$ cat src/include/lcp_pkg.sv
// Shared constants for the LCD controller host port and display RAM map
package lcp_pkg;

  // ****************************************
  // Status byte field positions
  // ****************************************
  localparam int STA_CMD_READY   = 0;
  localparam int STA_DATA_READY  = 1;
  localparam int STA_AUTO_RD     = 2;
  localparam int STA_AUTO_WR     = 3;
  localparam int STA_UNUSED      = 4;
  localparam int STA_OPERABLE    = 5;
  localparam int STA_PEEK_ERR    = 6;
  localparam int STA_BLINK       = 7;

  // ****************************************
  // Display RAM map
  // ****************************************
  localparam logic [15:0] SINGLE_TOP       = 16'hffff;
  localparam logic [15:0] UPPER_BASE       = 16'h0000;
  localparam logic [15:0] UPPER_TOP        = 16'h7fff;
  localparam logic [15:0] LOWER_BASE       = 16'h8000;
  localparam logic [15:0] LOWER_TOP        = 16'hffff;
  localparam int          PANEL_SEL_BIT    = 15;
  localparam logic [15:0] SEL_LOW_TOP      = 16'h07ff;
  localparam logic [15:0] SEL_HIGH_BASE    = 16'h0800;
  localparam logic [15:0] SEL_HIGH_TOP     = 16'h0fff;

  // ****************************************
  // Command coding used by the sequencer
  // ****************************************
  localparam logic [7:0] CMD_AUTO_WRITE    = 8'hb0;
  localparam logic [7:0] CMD_AUTO_READ     = 8'hb1;
  localparam logic [7:0] CMD_AUTO_RESET    = 8'hb2;
  localparam logic [7:0] CMD_PEEK          = 8'he0;
  localparam logic [7:0] CMD_COPY          = 8'he8;
  localparam logic [7:0] CMD_DISP_MASK     = 8'hf0;
  localparam logic [7:0] CMD_DISP_CODE     = 8'h90;

  // ****************************************
  // Timing counts
  // ****************************************
  localparam int          CLK_NS           = 4;
  localparam int          BUSY_CYC         = 4;
  localparam int          LINE_CYC         = 64;
  localparam int          CALC_CYC         = 8;
  localparam int          PULSE_NS         = 80;
  localparam int          PULSE_CYC        = (PULSE_NS + CLK_NS - 1) / CLK_NS;

  // ****************************************
  // Host command register map (word addresses)
  // ****************************************
  localparam logic [3:0] REG_CTRL          = 4'h0;
  localparam logic [3:0] REG_DATA          = 4'h1;
  localparam logic [3:0] REG_STAT          = 4'h2;
  localparam logic [3:0] REG_IRQ_STAT      = 4'h3;
  localparam logic [3:0] REG_IRQ_MASK      = 4'h4;
  localparam int         CTRL_GO           = 0;
  localparam int         CTRL_CD           = 1;
  localparam int         CTRL_RD           = 2;
  localparam int         IRQ_DONE          = 0;
  localparam int         IRQ_ERR           = 1;

endpackage

$ cat src/include/lcp_if.sv
// Parallel host port between controller and microprocessor
`timescale 1ns/1ps
interface lcp_if;
  logic       ce_n;
  logic       rd_n;
  logic       wr_n;
  logic       cd;
  logic [7:0] host_d;
  logic       host_oe;
  logic [7:0] dev_d;
  logic       dev_oe;

  modport dev (
    input  ce_n,
    input  rd_n,
    input  wr_n,
    input  cd,
    input  host_d,
    input  host_oe,
    output dev_d,
    output dev_oe
  );

  modport host (
    output ce_n,
    output rd_n,
    output wr_n,
    output cd,
    output host_d,
    output host_oe,
    input  dev_d,
    input  dev_oe
  );
endinterface

$ cat src/hw/lcp_dev.sv
// Controller end: status byte, parameter capture, command sequencing, RAM map
//
// Summary of operation
// - Single scan uses full 64 KB freely
// - Dual scan: upper low half, lower high
// - Lower panel differs only by top address
// - Two memory selects for 2 KB regions
// - Status read places status byte on bus
// - Host checks status before each data transfer
// - Bit0 command ready, bit1 data ready
// - Bit2 auto read, bit3 auto write ready
// - Bit5 operable, bit4 unused zero
// - Bit6 flags peek or copy error
// - Bit7 zero when display off
// - Host checks bits 0 and 1 together
// - Auto mode: only auto bits valid
// - Host reads status before top-zero commands
// - Top-zero command during line calc waits
// - Host checks status after wait state
// - Host sends parameters before command byte
// - Extra parameters: last one or two used
`timescale 1ns/1ps
module lcp_dev (
  input  wire logic        clk_i,
  input  wire logic        rst_i,
  lcp_if.dev               bus,
  input  wire logic        dual_scan_i,
  input  wire logic        enable_i,
  input  wire logic        peek_fault_i,
  input  wire logic [15:0] scan_addr_i,
  input  wire logic        scan_lower_i,
  output logic      [15:0] ram_addr_o,
  output logic             mem_select_low_region_o,
  output logic             mem_select_high_region_o,
  output logic      [7:0]  cmd_o,
  output logic      [7:0]  param0_o,
  output logic      [7:0]  param1_o,
  output logic             cmd_valid_o,
  output logic      [7:0]  wdata_o,
  output logic             wdata_valid_o
);

  typedef enum logic [1:0] {
    LCP_IDLE = 2'b00,
    LCP_BUSY = 2'b01,
    LCP_WAIT = 2'b10
  } lcp_state_e;

  // ****************************************
  // Host strobe edge detection
  // ****************************************
  logic       wr_act;
  logic       rd_act;
  logic       wr_prev_r;
  logic       wr_prev_nxt;
  logic       wr_rise;

  assign wr_act      = !bus.ce_n && !bus.wr_n;
  assign rd_act      = !bus.ce_n && !bus.rd_n;
  assign wr_prev_nxt = wr_act;
  assign wr_rise     = wr_prev_r && !wr_act;

  // ****************************************
  // Sequencer state
  // ****************************************
  lcp_state_e state_r;
  lcp_state_e state_nxt;
  logic [7:0] busy_cnt_r;
  logic [7:0] busy_cnt_nxt;
  logic [7:0] line_cnt_r;
  logic [7:0] line_cnt_nxt;
  logic [7:0] held_cmd_r;
  logic [7:0] held_cmd_nxt;
  logic [7:0] p0_r;
  logic [7:0] p0_nxt;
  logic [7:0] p1_r;
  logic [7:0] p1_nxt;
  logic [7:0] cmd_r;
  logic [7:0] cmd_nxt;
  logic       cmd_vld_r;
  logic       cmd_vld_nxt;
  logic [7:0] wd_r;
  logic [7:0] wd_nxt;
  logic       wd_vld_r;
  logic       wd_vld_nxt;
  logic       auto_rd_r;
  logic       auto_rd_nxt;
  logic       auto_wr_r;
  logic       auto_wr_nxt;
  logic       err_r;
  logic       err_nxt;
  logic       disp_on_r;
  logic       disp_on_nxt;
  logic       calc;
  logic [7:0] in_byte;

  assign calc    = line_cnt_r >= 8'(lcp_pkg::LINE_CYC - lcp_pkg::CALC_CYC);
  assign in_byte = bus.host_d;

  // Issue a command byte: decode auto, peek/copy and display-off effects
  function automatic logic is_auto(input logic [7:0] c);
    is_auto = (c == lcp_pkg::CMD_AUTO_READ) || (c == lcp_pkg::CMD_AUTO_WRITE);
  endfunction

  always_comb begin
    state_nxt    = state_r;
    busy_cnt_nxt = busy_cnt_r;
    line_cnt_nxt = (line_cnt_r == 8'(lcp_pkg::LINE_CYC - 1)) ? 8'h00 : line_cnt_r + 8'h01;
    held_cmd_nxt = held_cmd_r;
    p0_nxt       = p0_r;
    p1_nxt       = p1_r;
    cmd_nxt      = cmd_r;
    cmd_vld_nxt  = 1'b0;
    wd_nxt       = wd_r;
    wd_vld_nxt   = 1'b0;
    auto_rd_nxt  = auto_rd_r;
    auto_wr_nxt  = auto_wr_r;
    err_nxt      = err_r;
    disp_on_nxt  = disp_on_r;
    case (state_r)
      LCP_IDLE: begin
        if (wr_rise && enable_i) begin
          if (!bus.cd) begin
            if (auto_wr_r) begin
              wd_nxt     = in_byte;
              wd_vld_nxt = 1'b1;
            end else begin
              p1_nxt = p0_r;
              p0_nxt = in_byte;
            end
            state_nxt    = LCP_BUSY;
            busy_cnt_nxt = 8'(lcp_pkg::BUSY_CYC);
          end else if (!in_byte[7] && calc) begin
            held_cmd_nxt = in_byte;
            state_nxt    = LCP_WAIT;
          end else begin
            cmd_nxt      = in_byte;
            cmd_vld_nxt  = 1'b1;
            state_nxt    = LCP_BUSY;
            busy_cnt_nxt = 8'(lcp_pkg::BUSY_CYC);
            if (is_auto(in_byte)) begin
              auto_rd_nxt = in_byte == lcp_pkg::CMD_AUTO_READ;
              auto_wr_nxt = in_byte == lcp_pkg::CMD_AUTO_WRITE;
            end
            if (in_byte == lcp_pkg::CMD_AUTO_RESET) begin
              auto_rd_nxt = 1'b0;
              auto_wr_nxt = 1'b0;
            end
            if (in_byte == lcp_pkg::CMD_PEEK || in_byte == lcp_pkg::CMD_COPY) begin
              err_nxt = peek_fault_i;
            end
            if ((in_byte & lcp_pkg::CMD_DISP_MASK) == lcp_pkg::CMD_DISP_CODE) begin
              disp_on_nxt = in_byte[3:0] != 4'h0;
            end
          end
        end
      end
      LCP_WAIT: begin
        if (!calc) begin
          cmd_nxt      = held_cmd_r;
          cmd_vld_nxt  = 1'b1;
          state_nxt    = LCP_BUSY;
          busy_cnt_nxt = 8'(lcp_pkg::BUSY_CYC);
        end
      end
      LCP_BUSY: begin
        if (busy_cnt_r == 8'h01) begin
          state_nxt = LCP_IDLE;
        end
        busy_cnt_nxt = busy_cnt_r - 8'h01;
      end
      default: begin
        state_nxt = LCP_IDLE;
      end
    endcase
  end

  always_ff @(posedge clk_i) begin
    if (rst_i) begin
      state_r    <= LCP_IDLE;
      busy_cnt_r <= 8'h00;
      line_cnt_r <= 8'h00;
      held_cmd_r <= 8'h00;
      p0_r       <= 8'h00;
      p1_r       <= 8'h00;
      cmd_r      <= 8'h00;
      cmd_vld_r  <= 1'b0;
      wd_r       <= 8'h00;
      wd_vld_r   <= 1'b0;
      auto_rd_r  <= 1'b0;
      auto_wr_r  <= 1'b0;
      err_r      <= 1'b0;
      disp_on_r  <= 1'b0;
      wr_prev_r  <= 1'b0;
    end else begin
      state_r    <= state_nxt;
      busy_cnt_r <= busy_cnt_nxt;
      line_cnt_r <= line_cnt_nxt;
      held_cmd_r <= held_cmd_nxt;
      p0_r       <= p0_nxt;
      p1_r       <= p1_nxt;
      cmd_r      <= cmd_nxt;
      cmd_vld_r  <= cmd_vld_nxt;
      wd_r       <= wd_nxt;
      wd_vld_r   <= wd_vld_nxt;
      auto_rd_r  <= auto_rd_nxt;
      auto_wr_r  <= auto_wr_nxt;
      err_r      <= err_nxt;
      disp_on_r  <= disp_on_nxt;
      wr_prev_r  <= wr_prev_nxt;
    end
  end

  // ****************************************
  // Status byte
  // ****************************************
  logic       ready;
  logic       in_auto;
  logic [7:0] status;

  assign ready   = (state_r == LCP_IDLE) && enable_i;
  assign in_auto = auto_rd_r || auto_wr_r;

  always_comb begin
    status = 8'h00;
    status[lcp_pkg::STA_CMD_READY]  = ready && !in_auto;
    status[lcp_pkg::STA_DATA_READY] = ready && !in_auto;
    status[lcp_pkg::STA_AUTO_RD]    = ready && auto_rd_r;
    status[lcp_pkg::STA_AUTO_WR]    = ready && auto_wr_r;
    status[lcp_pkg::STA_UNUSED]     = 1'b0;
    status[lcp_pkg::STA_OPERABLE]   = enable_i;
    status[lcp_pkg::STA_PEEK_ERR]   = err_r;
    status[lcp_pkg::STA_BLINK]      = disp_on_r;
  end

  logic [7:0] dout_r;
  logic [7:0] dout_nxt;

  assign dout_nxt   = bus.cd ? status : 8'h00;
  assign bus.dev_d  = dout_r;
  assign bus.dev_oe = rd_act;

  always_ff @(posedge clk_i) begin
    if (rst_i) begin
      dout_r <= 8'h00;
    end else begin
      dout_r <= dout_nxt;
    end
  end

  // ****************************************
  // Display RAM address map
  // ****************************************
  logic [15:0] addr_nxt;
  logic [15:0] addr_r;

  always_comb begin
    addr_nxt = scan_addr_i;
    if (dual_scan_i) begin
      addr_nxt = {scan_lower_i, scan_addr_i[lcp_pkg::PANEL_SEL_BIT-1:0]};
    end
  end

  always_ff @(posedge clk_i) begin
    if (rst_i) begin
      addr_r <= 16'h0000;
    end else begin
      addr_r <= addr_nxt;
    end
  end

  assign ram_addr_o               = addr_r;
  assign mem_select_low_region_o  = addr_r[15:12] == 4'h0 && addr_r <= lcp_pkg::SEL_LOW_TOP;
  assign mem_select_high_region_o = addr_r >= lcp_pkg::SEL_HIGH_BASE && addr_r <= lcp_pkg::SEL_HIGH_TOP;
  assign cmd_o                    = cmd_r;
  assign param0_o                 = p0_r;
  assign param1_o                 = p1_r;
  assign cmd_valid_o              = cmd_vld_r;
  assign wdata_o                  = wd_r;
  assign wdata_valid_o            = wd_vld_r;

endmodule

$ cat src/flat_wrapper.sv
// flat-port wrapper written by rule: the top's interface ports become plain ports
module lcp_dev_flat 
  (clk_i, rst_i, dual_scan_i, enable_i, peek_fault_i, scan_addr_i, scan_lower_i, ram_addr_o, mem_select_low_region_o, mem_select_high_region_o, cmd_o, param0_o, param1_o, cmd_valid_o, wdata_o, wdata_valid_o, bus_ce_n, bus_rd_n, bus_wr_n, bus_cd, bus_host_d, bus_host_oe, bus_dev_d, bus_dev_oe);
  lcp_if bus_i ();
  input  wire logic clk_i;
  input  wire logic rst_i;
  input  wire logic dual_scan_i;
  input  wire logic enable_i;
  input  wire logic peek_fault_i;
  input  wire logic [15:0] scan_addr_i;
  input  wire logic scan_lower_i;
  output logic      [15:0] ram_addr_o;
  output logic mem_select_low_region_o;
  output logic mem_select_high_region_o;
  output logic      [7:0] cmd_o;
  output logic      [7:0] param0_o;
  output logic      [7:0] param1_o;
  output logic cmd_valid_o;
  output logic      [7:0] wdata_o;
  output logic wdata_valid_o;
  input wire logic [$bits(bus_i.ce_n)-1:0] bus_ce_n;
  input wire logic [$bits(bus_i.rd_n)-1:0] bus_rd_n;
  input wire logic [$bits(bus_i.wr_n)-1:0] bus_wr_n;
  input wire logic [$bits(bus_i.cd)-1:0] bus_cd;
  input wire logic [$bits(bus_i.host_d)-1:0] bus_host_d;
  input wire logic [$bits(bus_i.host_oe)-1:0] bus_host_oe;
  output wire logic [$bits(bus_i.dev_d)-1:0] bus_dev_d;
  output wire logic [$bits(bus_i.dev_oe)-1:0] bus_dev_oe;
  assign bus_i.ce_n = bus_ce_n;
  assign bus_i.rd_n = bus_rd_n;
  assign bus_i.wr_n = bus_wr_n;
  assign bus_i.cd = bus_cd;
  assign bus_i.host_d = bus_host_d;
  assign bus_i.host_oe = bus_host_oe;
  assign bus_dev_d = bus_i.dev_d;
  assign bus_dev_oe = bus_i.dev_oe;
  lcp_dev u_core (.clk_i(clk_i), .rst_i(rst_i), .bus(bus_i), .dual_scan_i(dual_scan_i), .enable_i(enable_i), .peek_fault_i(peek_fault_i), .scan_addr_i(scan_addr_i), .scan_lower_i(scan_lower_i), .ram_addr_o(ram_addr_o), .mem_select_low_region_o(mem_select_low_region_o), .mem_select_high_region_o(mem_select_high_region_o), .cmd_o(cmd_o), .param0_o(param0_o), .param1_o(param1_o), .cmd_valid_o(cmd_valid_o), .wdata_o(wdata_o), .wdata_valid_o(wdata_valid_o));
endmodule
$ cat config.mk
export PLATFORM = sky130hd
export DESIGN_NAME = lcp_dev_flat
export DESIGN_NICKNAME = d
export VERILOG_FILES = /design/src/include/lcp_pkg.sv /design/src/include/lcp_if.sv /design/src/hw/lcp_dev.sv /design/src/flat_wrapper.sv
export SDC_FILE = /design/constraint.sdc
export NUM_CORES = 1
export LEC_CHECK = 0
export BUFFER_PORTS_ARGS = -buffer_cell sky130_fd_sc_hd__buf_2
export CAP_MARGIN = 5
export CORE_MARGIN = 2
export CORE_UTILIZATION = 40
export DETAILED_ROUTE_END_ITERATION = 8
export GPL_ROUTABILITY_DRIVEN = 0
export SETUP_SLACK_MARGIN = 0.15
export SYNTH_ARGS = -nofsm -noshare
export SYNTH_HDL_FRONTEND = slang
export SYNTH_SLANG_ARGS = --single-unit
$ cat constraint.sdc
create_clock -name clk_i -period 3.9 [get_ports clk_i]
set_clock_uncertainty 0.2 [all_clocks]
set_input_delay 0.585 -clock clk_i [delete_from_list [all_inputs] [get_ports clk_i]]
set_output_delay 0.585 -clock clk_i [all_outputs]
set_load 0.02 [all_outputs]
==> impl_metrics.env, run 1 <==
export IMPL_cts_setup_buffers=0
export IMPL_synth_seq_area_share_pct=50.1
export IMPL_path_max_fanout=11
export IMPL_grt_remaining_overflow=0
export IMPL_worst_endpoint_required_ns=3.98
export IMPL_holdPathStages=2
export IMPL_status="finished clean"
export IMPL_n_antenna_cell=0
export IMPL_vias_per_cell=5.00
export IMPL_multi_input_area_sq_mm=0.00158
export IMPL_syn_area_per_cell_sq_um=9.30
export IMPL_core_region_area_sq_mm=0.00859
export IMPL_area_delta_synth_final_pct=20.5
export IMPL_antenna_found_initial=0
export IMPL_path_class="reg2reg"
export IMPL_setup_tns_ns=0
export IMPL_start_util_pct=40.5
export IMPL_endpoint_kind="flip-flop"
export IMPL_die_h_um=97.3
export IMPL_via_count=2859
export IMPL_cts_resized=0
export IMPL_final_hold_viol_count=0
export IMPL_grt_pass1_vias=2621
export IMPL_r2r_start="u_core.state_r[1]"
export IMPL_drc=0
export IMPL_grt_pass1_wl_um=12600
export IMPL_wl_per_cell_um=13.3
export IMPL_max_cap_violations=0
export IMPL_fp_dieW_um=97.3
export IMPL_post_dp_cell_area_sq_mm=0.00400
export IMPL_fin_util_pct=48.8
export IMPL_cts_num_sinks=87
export IMPL_cts_root_buf="clkbuf_8"
export IMPL_p_int_mw=1.26
export IMPL_power_frac_clock_pct=36.3
export IMPL_cts_tree="done"
export IMPL_drive_above_1_share_pct=26.5
export IMPL_detail_route_antenna_nets=0
export IMPL_dieArea_sq_mm=0.00946
export IMPL_fmax_mhz=412
export IMPL_sequentialPowerShare_pct=55.2
export IMPL_period_minus_slack_ns=2.43
export IMPL_rows=34
export IMPL_syn_area_sq_mm=0.00348
export IMPL_final_cell_area_sq_mm=0.00419
export IMPL_hpwl_um=5420
export IMPL_power_switching_mw=0.419
export IMPL_min_path_type="in2reg"
export IMPL_ys_warn_count=0
export IMPL_grtUsageTotal_pct=16.4
export IMPL_comb_power_share_pct=8.5
export IMPL_relSlewSlack_pct=42.4
export IMPL_hold_path_endpoint="u_core.ram_addr_o[2]"
export IMPL_min_from="scan_addr_i[2]"
export IMPL_setup_violations=0
export IMPL_finalPower_mw=1.67
export IMPL_netlist_instances=374
export IMPL_numCtsBuffers=9
export IMPL_netlist_top_cells_area="dfxtp_1 50%, mux2i_1 6.3%, nand2_1 5.5%"
export IMPL_fin_crit_sh_pct=62.3
export IMPL_clk_latency_ns=0.36
export IMPL_routed_wl_um=7630
export IMPL_p_sw_share_pct=25.0
export IMPL_synth_top_area_cell="dfxtp_1"
export IMPL_reg2regPathDepth=4
export IMPL_clkSlewWorstSetupHoldPaths_ns=0.09
export IMPL_port_buffers=93
export IMPL_critPathLaunchType="flip-flop"
export IMPL_synth_top_area_share_pct=50.1
export IMPL_reg2reg_slack_ns=1.47
export IMPL_holdWs_ns=0.221
export IMPL_clockBufferDepth=2
export IMPL_drtIter0Drc=140
export IMPL_regArea_sq_mm=0.00174
export IMPL_powerDensity_mw_per_mm2=399
export IMPL_io_pins=96
export IMPL_nFillCells=866
export IMPL_vdd_drop_max_mv=0.155
export IMPL_nets=500
export IMPL_worst_pin_slew_ns=0.864
export IMPL_hold_buffers=0
export IMPL_synth_nets=413
export IMPL_dr_pass1_iters=4
export IMPL_synth_seq_cells=87
export IMPL_ys_types=52
export IMPL_synth_edff_count=0
export IMPL_grt_start_max_net_pins=39
export IMPL_final_max_slew_viol_count=0
export IMPL_leakage_nw=1.83
export IMPL_async_flop_share_pct=0
export IMPL_r2r_end="u_core.busy_cnt_r[2]"
export IMPL_cts_max_level=3
export IMPL_cp_arrival_ns=2.51
export IMPL_rsz0062_at_grt="false"
export IMPL_synth_ff_type="dfxtp_1"
## Yosys cell counts, drive strengths merged, types with 3 or more instances
| master | number |
|---|---|
| a21oi | 21 |
| clkbuf | 14 |
| o21ai | 3 |
| a311oi | 9 |
| xnor2 | 4 |
| nor2 | 44 |
| nand3 | 4 |
| o211ai | 12 |
| dfxtp | 87 |
| buf | 6 |
| a2111oi | 5 |
| and2 | 7 |
| nand4b | 3 |
| or3 | 5 |
| nand2 | 51 |
| o2111ai | 3 |
| inv | 18 |
| ha | 4 |
| nor2b | 18 |
| mux2i | 22 |
| or4 | 6 |
| a31oi | 3 |
## cells in the final DEF, fill, tap and decap left out, types with 2 or more instances in the layout
master       n
buf_2       94
a311oi_1     7
o21ai_0      3
and2_1       6
clkbuf_8     9
nand2_1     51
nand2b_1     2
a21oi_1     21
dfxtp_1     87
o2111ai_1    3
a2111oi_2    2
nor2b_1     18
clkinvlp_4   3
and3_1       2
nand3_1      4
xnor2_1      4
nand4_1      2
mux2i_1     22
nor3b_1      2
a311oi_2     2
nand4b_1     3
or3_1        4
buf_4        2
o211ai_2     2
a2111oi_1    3
nor2_1      44
inv_1       18
a31oi_1      3
or4_1        5
ha_1         4
o211ai_1    10
## cells by family after synthesis
family,count (synthesis),share of synthesized area (%)
and+or+nand+nor,152,21.4
DFF,87,50.1
AOI/OAI and AO/OA,65,14.9
buffers and inverters,38,4.60
muxes,22,6.33
xor gates and xnor gates,5,1.26
adders and majority gates,4,1.44
other,1,0.108
## flip-flops by register name, summed over array words and instances, names as in the netlist
| name | count |
|---|---|
| u_core.state_r | 2 |
| u_core.wr_prev_r | 1 |
| u_core.held_cmd_r | 8 |
| u_core.wdata_o | 8 |
| u_core.ram_addr_o | 16 |
| u_core.wdata_valid_o | 1 |
| u_core.err_r | 1 |
| u_core.bus.dev_d | 6 |
| u_core.disp_on_r | 1 |
| u_core.line_cnt_r | 8 |
| u_core.auto_wr_r | 1 |
| u_core.auto_rd_r | 1 |
| u_core.param0_o | 8 |
| u_core.cmd_valid_o | 1 |
| u_core.cmd_o | 8 |
| u_core.busy_cnt_r | 8 |
| u_core.param1_o | 8 |
## critical path, cell delays in order (launching register included)
cell,delay (ns)
dfxtp_1,0.51
nor2b_1,0.66
a22oi_1,0.44
or2_2,0.41
a31oi_1,0.13
## per-stage QoR
stage	std cells	setup WS, ns
after global routing	572	1.27
after global placement	557	1.46
after floorplan	374	1.84
after detailed placement	557	1.46
final	572	1.47
after CTS	571	1.45
## area by class of cell
| cell class | instances | area share (%) |
|---|---|---|
| clock inverter | 5 | 1.46 |
| inverter | 18 | 1.61 |
| multi-input combinational | 249 | 37.6 |
| sequential | 87 | 41.5 |
| clock buffer | 9 | 2.95 |
| tap | 108 | 3.22 |
| timing repair buffer | 96 | 11.6 |
## power by group through the flow
stage	Clock [mW]	Combinational (mW)	Sequential, mW
final	0.608	0.143	0.924
after CTS	0.620	0.144	0.924
after global routing	0.661	0.158	0.928
after global placement	0	0.141	0.944
after floorplan	0	0.0754	0.959
after detailed placement	0	0.144	0.945
## metal layers
metal  global-route usage (%)  up-vias  share of wire [%]  wire, um
li1                         -     1464                  -         -
met1                     20.8     1344                 48      3640
met2                     26.7       39                 47      3590
met3                     4.75       12                3.9       301
met4                     5.77        0                1.4       105
met5                        0        -                  0         0
## how the worst max path moves through the flow
stage                                  from              endpoint  slack (ns)  depth (start not counted)
final                     u_core.state_r[1]  u_core.busy_cnt_r[2]        1.47                          4
after global routing      u_core.state_r[1]  u_core.busy_cnt_r[2]        1.27                          4
after CTS                 u_core.state_r[1]  u_core.busy_cnt_r[2]        1.45                          4
after detailed placement           bus_ce_n  u_core.busy_cnt_r[2]        1.46                          5
after global placement             bus_ce_n     u_core.wdata_o[7]        1.46                          5
after floorplan               bus_host_d[2]      u_core.auto_wr_r        1.84                          4
(Power assumes the default switching activity.)
==> run 2, diff against run 1 <==
- PLACE_DENSITY: not set -> 0.66
- clock period: 3.9 -> 1.98 ns (I/O delays scaled with it)
==> run 2 against run 1 <==
Net effect:
- the run now ends with negative setup slack left
- combinational power rose to 3.0 times the previous value
- sequential power grew 97%
- critical path depth decreased by 1
- non-clock buffer count increased by 70
- global-route usage rose by 3.4 points
- register-to-register slack worse by 1.5 ns
- sequential cell count unchanged
- sequential share of layout area decreased by 7.7 points
- via count up 14%
- setup slack worse by 1.5 ns
- highest routed layer unchanged
==> impl_metrics.env, run 2 (synthesis gave the netlist of run 1 again) <==
export IMPL_cts_tree="done"
export IMPL_grt_pass1_wl_um=15200
export IMPL_grt_pass1_vias=3198
export IMPL_clkSlewWorstSetupHoldPaths_ns=0.09
export IMPL_core_region_area_sq_mm=0.00859
export IMPL_powerDensity_mw_per_mm2=659
export IMPL_finalPower_mw=3.42
export IMPL_fp_dieW_um=97.3
export IMPL_cp_arrival_ns=1.49
export IMPL_layout_common_cells="92 x buf_2, 81 x dfxtp_1, 51 x nand2_1"
export IMPL_grt_remaining_overflow=0
export IMPL_post_dp_cell_area_sq_mm=0.00426
export IMPL_min_path_type="in2reg"
export IMPL_path_max_fanout=2
export IMPL_dieArea_sq_mm=0.00946
export IMPL_crit_chain="or4_4 -> nor2_1 -> buf_4"
export IMPL_critPathSlowestCell="or4_4"
export IMPL_worst_endpoint_required_ns=1.48
export IMPL_nFillCells=695
export IMPL_leakage_nw=2.26
export IMPL_final_max_slew_viol_count=0
export IMPL_regArea_sq_mm=0.00175
export IMPL_max_cap_violations=0
export IMPL_area_delta_synth_final_pct=49.0
export IMPL_clk_latency_ns=0.36
export IMPL_vias_per_cell=5.04
export IMPL_final_cell_area_sq_mm=0.00518
export IMPL_cts_num_sinks=87
export IMPL_setup_violations=1
export IMPL_via_count=3248
export IMPL_critPathLaunchType="flip-flop"
export IMPL_clockBufferDepth=2
export IMPL_vdd_drop_max_mv=0.386
export IMPL_drive_above_1_share_pct=40.3
export IMPL_cts_root_buf="clkbuf_8"
export IMPL_numCtsBuffers=9
export IMPL_rsz0062_at_grt="true"
export IMPL_largest_reg_flops=16
export IMPL_io_pins=96
export IMPL_endpoint_kind="output port"
export IMPL_fmax_mhz=503
export IMPL_routed_wl_um=9740
export IMPL_nets=570
export IMPL_fin_crit_sh_pct=100
export IMPL_setup_tns_ns=-0.00939
export IMPL_antenna_found_initial=0
export IMPL_n_antenna_cell=0
export IMPL_pre_cts_slack_ns=-0.178
export IMPL_die_h_um=97.3
export IMPL_cts_max_level=3
export IMPL_violations="negative setup slack"
export IMPL_final_hold_viol_count=0
export IMPL_drtIter0Drc=144
export IMPL_status="finished, violations left"
export IMPL_drc=0
export IMPL_rows=34
export IMPL_dp_cells=587
export IMPL_reg2reg_slack_ns=0.01
export IMPL_grt_start_max_net_pins=26
export IMPL_setup_ws_ns=-0.00939
export IMPL_period_minus_slack_ns=1.99
export IMPL_path_class="reg2out"
export IMPL_critPathMaxStageDelay_ns=0.56
export IMPL_port_buffers=93
export IMPL_grtUsageTotal_pct=19.8
export IMPL_hpwl_um=5970
export IMPL_layout_cells_non_filler=644
export IMPL_start_util_pct=40.5
export IMPL_dr_pass1_iters=4
export IMPL_multi_input_area_sq_mm=0.00185
export IMPL_wl_per_cell_um=15.1
export IMPL_mostFrequentLayoutCell="buf_2"
export IMPL_detail_route_antenna_nets=0
==> run 2: area by class of cell <==
class,count,area share (%)
multi-input cells,249,35.7
flip-flops and latches,87,33.8
repair buffers,166,23.0
well taps,108,2.61
clock buffers,9,2.39
inverters,18,1.30
clock inverters,7,1.11
==> run 2: per-stage QoR <==
step                hold slack, ns  util, %
detailed placement           0.237     49.5
global placement             0.239     49.5
global route                0.0449     60.3
finish                      0.0292     60.3
floorplan                    0.174        -
CTS                         0.0173     57.2
==> run 2: metal layers <==
metal,wire length [um],GRT usage (%),up-vias
met5,0,0,-
met4,228,8.12,0
met3,339,4.89,18
met2,5230,35.9,67
met1,3940,22.0,1557
li1,-,-,1606
==> run 2: power breakdown <==
part,switching [mW],total (mW),internal (mW)
Clock,0.696,1.17,0.471
Combinational,0.224,0.428,0.204
Sequential,0.0324,1.82,1.79
==> run 2: critical path: cells and delay by family, from the launching register on <==
kind          cells  cell delay (ns)
flops             1             0.33
buf+inv           1             0.14
simple gates      2             0.66
==> run 2: repair_timing <==
item | CTS | global route
gates cloned | 2 | 2
pin swaps | 16 | 13
setup buffers | 13 | 6
endpoints found under the setup margin | 23 | 50
endpoints found under the hold margin | 17 | 0
hold buffers | 18 | 0
resized for setup | 34 | 41
==> run 2: path summary, 6_finish.rpt <==
kind | startpoint | endpoint | cells past startpoint
max | u_core.ram_addr_o[15] | mem_select_high_region_o | 3
max reg2reg | u_core.line_cnt_r[4] | u_core.cmd_o[4] | 6
min | bus_host_d[0] | u_core.param0_o[0] | 3
min reg2reg | u_core.auto_rd_r | u_core.bus.dev_d[1] | 1
==> run 3, diff against run 2 <==
- SETUP_SLACK_MARGIN: 0.15 -> not set
==> run 3 against run 2 <==
Net effect:
- the flow now finishes without violations
- sequential cell count unchanged
- combinational power fell by 14%
- setup slack better by 0.028 ns
- non-clock buffer count shrank 20
- fmax grew 1.4%
- first-iteration DRC count shrank 21%
- worst hold slack gained 0.0073 ns
- global-route usage shrank 1.8 points
- die area did not move
- count of clock-buffer cells in the layout rose by 2
- total power is 0.84% lower
- highest routed layer unchanged
==> impl_metrics.env, run 3 (synthesis gave the netlist of run 1 again) <==
export IMPL_worst_endpoint_required_ns=1.48
export IMPL_worst_pin_slew_ns=0.632
export IMPL_n_antenna_cell=0
export IMPL_critPathLaunchType="flip-flop"
export IMPL_final_cell_area_sq_mm=0.00470
export IMPL_path_max_fanout=2
export IMPL_core_region_area_sq_mm=0.00859
export IMPL_power_switching_mw=0.822
export IMPL_clockBufferDepth=2
export IMPL_endpoint_kind="output port"
export IMPL_drtIter0Drc=114
export IMPL_min_path_type="in2reg"
export IMPL_dr_pass1_iters=4
export IMPL_grtUsageTotal_pct=18.0
export IMPL_crit_start="u_core.ram_addr_o[12]"
export IMPL_final_hold_viol_count=0
export IMPL_drive_above_1_share_pct=30.9
export IMPL_drc=0
export IMPL_routed_wl_um=8450
export IMPL_min_from="bus_host_d[0]"
export IMPL_vias_per_cell=5.05
export IMPL_grt_start_max_net_pins=34
export IMPL_cp_arrival_ns=1.46
export IMPL_status="finished clean"
export IMPL_dieArea_sq_mm=0.00946
export IMPL_port_buffers=93
export IMPL_start_util_pct=40.5
export IMPL_relSlewSlack_pct=57.7
export IMPL_p_sw_share_pct=24.3
export IMPL_powerDensity_mw_per_mm2=721
export IMPL_clk_latency_ns=0.36
export IMPL_layout_cells_non_filler=622
export IMPL_nets=550
export IMPL_detail_route_antenna_nets=0
export IMPL_grt_pass1_vias=2974
export IMPL_sequentialPowerShare_pct=53.7
export IMPL_critPathSlowestCell="or4_4"
export IMPL_vdd_drop_max_mv=0.269
export IMPL_setup_violations=0
export IMPL_post_dp_cell_area_sq_mm=0.00426
export IMPL_p_int_mw=2.57
export IMPL_layout_common_cells="91 x buf_2, 87 x dfxtp_1, 51 x nand2_1"
export IMPL_leakage_nw=2.08
export IMPL_comb_power_share_pct=10.8
export IMPL_io_pins=96
export IMPL_clkSlewWorstSetupHoldPaths_ns=0.08
export IMPL_dp_cells=589
export IMPL_path_buf_inv=1
export IMPL_path_class="reg2out"
export IMPL_numCtsBuffers=9
export IMPL_cts_max_level=3
export IMPL_hpwl_um=6010
export IMPL_die_h_um=97.3
export IMPL_final_max_slew_viol_count=0
export IMPL_antenna_found_initial=0
export IMPL_rsz0062_at_grt="true"
export IMPL_wl_per_cell_um=13.6
export IMPL_via_count=3138
export IMPL_largest_reg_flops=16
export IMPL_power_frac_clock_pct=35.5
export IMPL_period_minus_slack_ns=1.96
export IMPL_grt_pass1_wl_um=13900
export IMPL_rows=34
export IMPL_cts_tree="done"
export IMPL_fp_dieW_um=97.3
export IMPL_mostFrequentLayoutCell="buf_2"
export IMPL_area_delta_synth_final_pct=35.1
export IMPL_fmax_mhz=510
export IMPL_critPathMaxStageDelay_ns=0.54
export IMPL_crit_family="simple AND/OR/NAND/NOR gates"
export IMPL_fin_util_pct=54.7
export IMPL_max_cap_violations=0
export IMPL_cts_root_buf="clkbuf_8"
export IMPL_cts_num_sinks=87
export IMPL_crit_chain="or4_4 -> nor2_2 -> buf_6"
export IMPL_fin_crit_sh_pct=99.1
export IMPL_r2r_start="u_core.busy_cnt_r[3]"
export IMPL_grt_remaining_overflow=0
run 3: cell types whose count changed in the layout (fill, tap and decap cells not counted), moves of 3 or more:
cell       delta
a2111oi_4     -4
nor2_4        -8
dfxtp_2       -4
buf_6         -9
a2111oi_2     +4
buf_4         -6
nor2_1        +9
dfxtp_1       +6
a311oi_2      -3
a311oi_1      +3
run 3: final cells by class:
type,instances,area [sq um]
repair buffers,146,932
clock buffers,11,141
multi-input cells,249,1640
flip-flops and latches,87,1740
clock inverters,3,45.0
inverters,18,67.6
fillers,782,3890
well taps,108,135
run 3: what timing repair did:
item                       CTS  global route
gates resized for setup      6             6
setup endpoints to repair    9             8
buffers inserted             0             0
hold endpoints to repair    20             0
pin swaps                    1             1
hold buffers                19             0
run 3: layer usage:
metal / wire length (um) / global-route usage [%] / up-vias
met3: 281 / 3.53 / 16
li1: - / - / 1560
met1: 3670 / 21.5 / 1500
met2: 4310 / 31.3 / 62
met5: 0 / 0 / -
met4: 183 / 8.23 / 0
run 3: per-stage QoR:
stage               setup TNS, ns  hold slack [ns]  power, mW  worst slack [ns]
floorplan                       0            0.174       2.04             0.106
global placement           -0.377            0.241       2.17           -0.0773
detailed placement         -0.889            0.242       2.18            -0.139
CTS                       -0.0386           0.0279       3.41           -0.0247
global route               -0.104           0.0300       3.54           -0.0504
finish                          0           0.0366       3.39            0.0185
run 3: worst reg2reg max path, delay by kind of cell, from the launching register on:
family | cells | cell delay (ns)
AO/OA/AOI/OAI | 1 | 0.35
flip-flops | 1 | 0.34
multiplexers | 1 | 0.21
AND/OR/NAND/NOR | 2 | 0.77
run 3: power by group through the flow:
stage                     combinational [mW]  clock [mW]  sequential, mW
after floorplan                        0.149           0            1.89
after global placement                 0.312           0            1.86
after detailed placement               0.318           0            1.86
after CTS                              0.355        1.23            1.82
after global routing                   0.398        1.32            1.83
final                                  0.366        1.20            1.82
run 3: final timing paths:
kind	endpoint	slack [ns]	cells after the start
setup / recovery	mem_select_high_region_o	0.02	3
hold / removal	u_core.param0_o[0]	0.04	3
setup reg to reg	u_core.busy_cnt_r[7]	0.04	4
hold reg to reg	u_core.bus.dev_d[1]	0.25	1
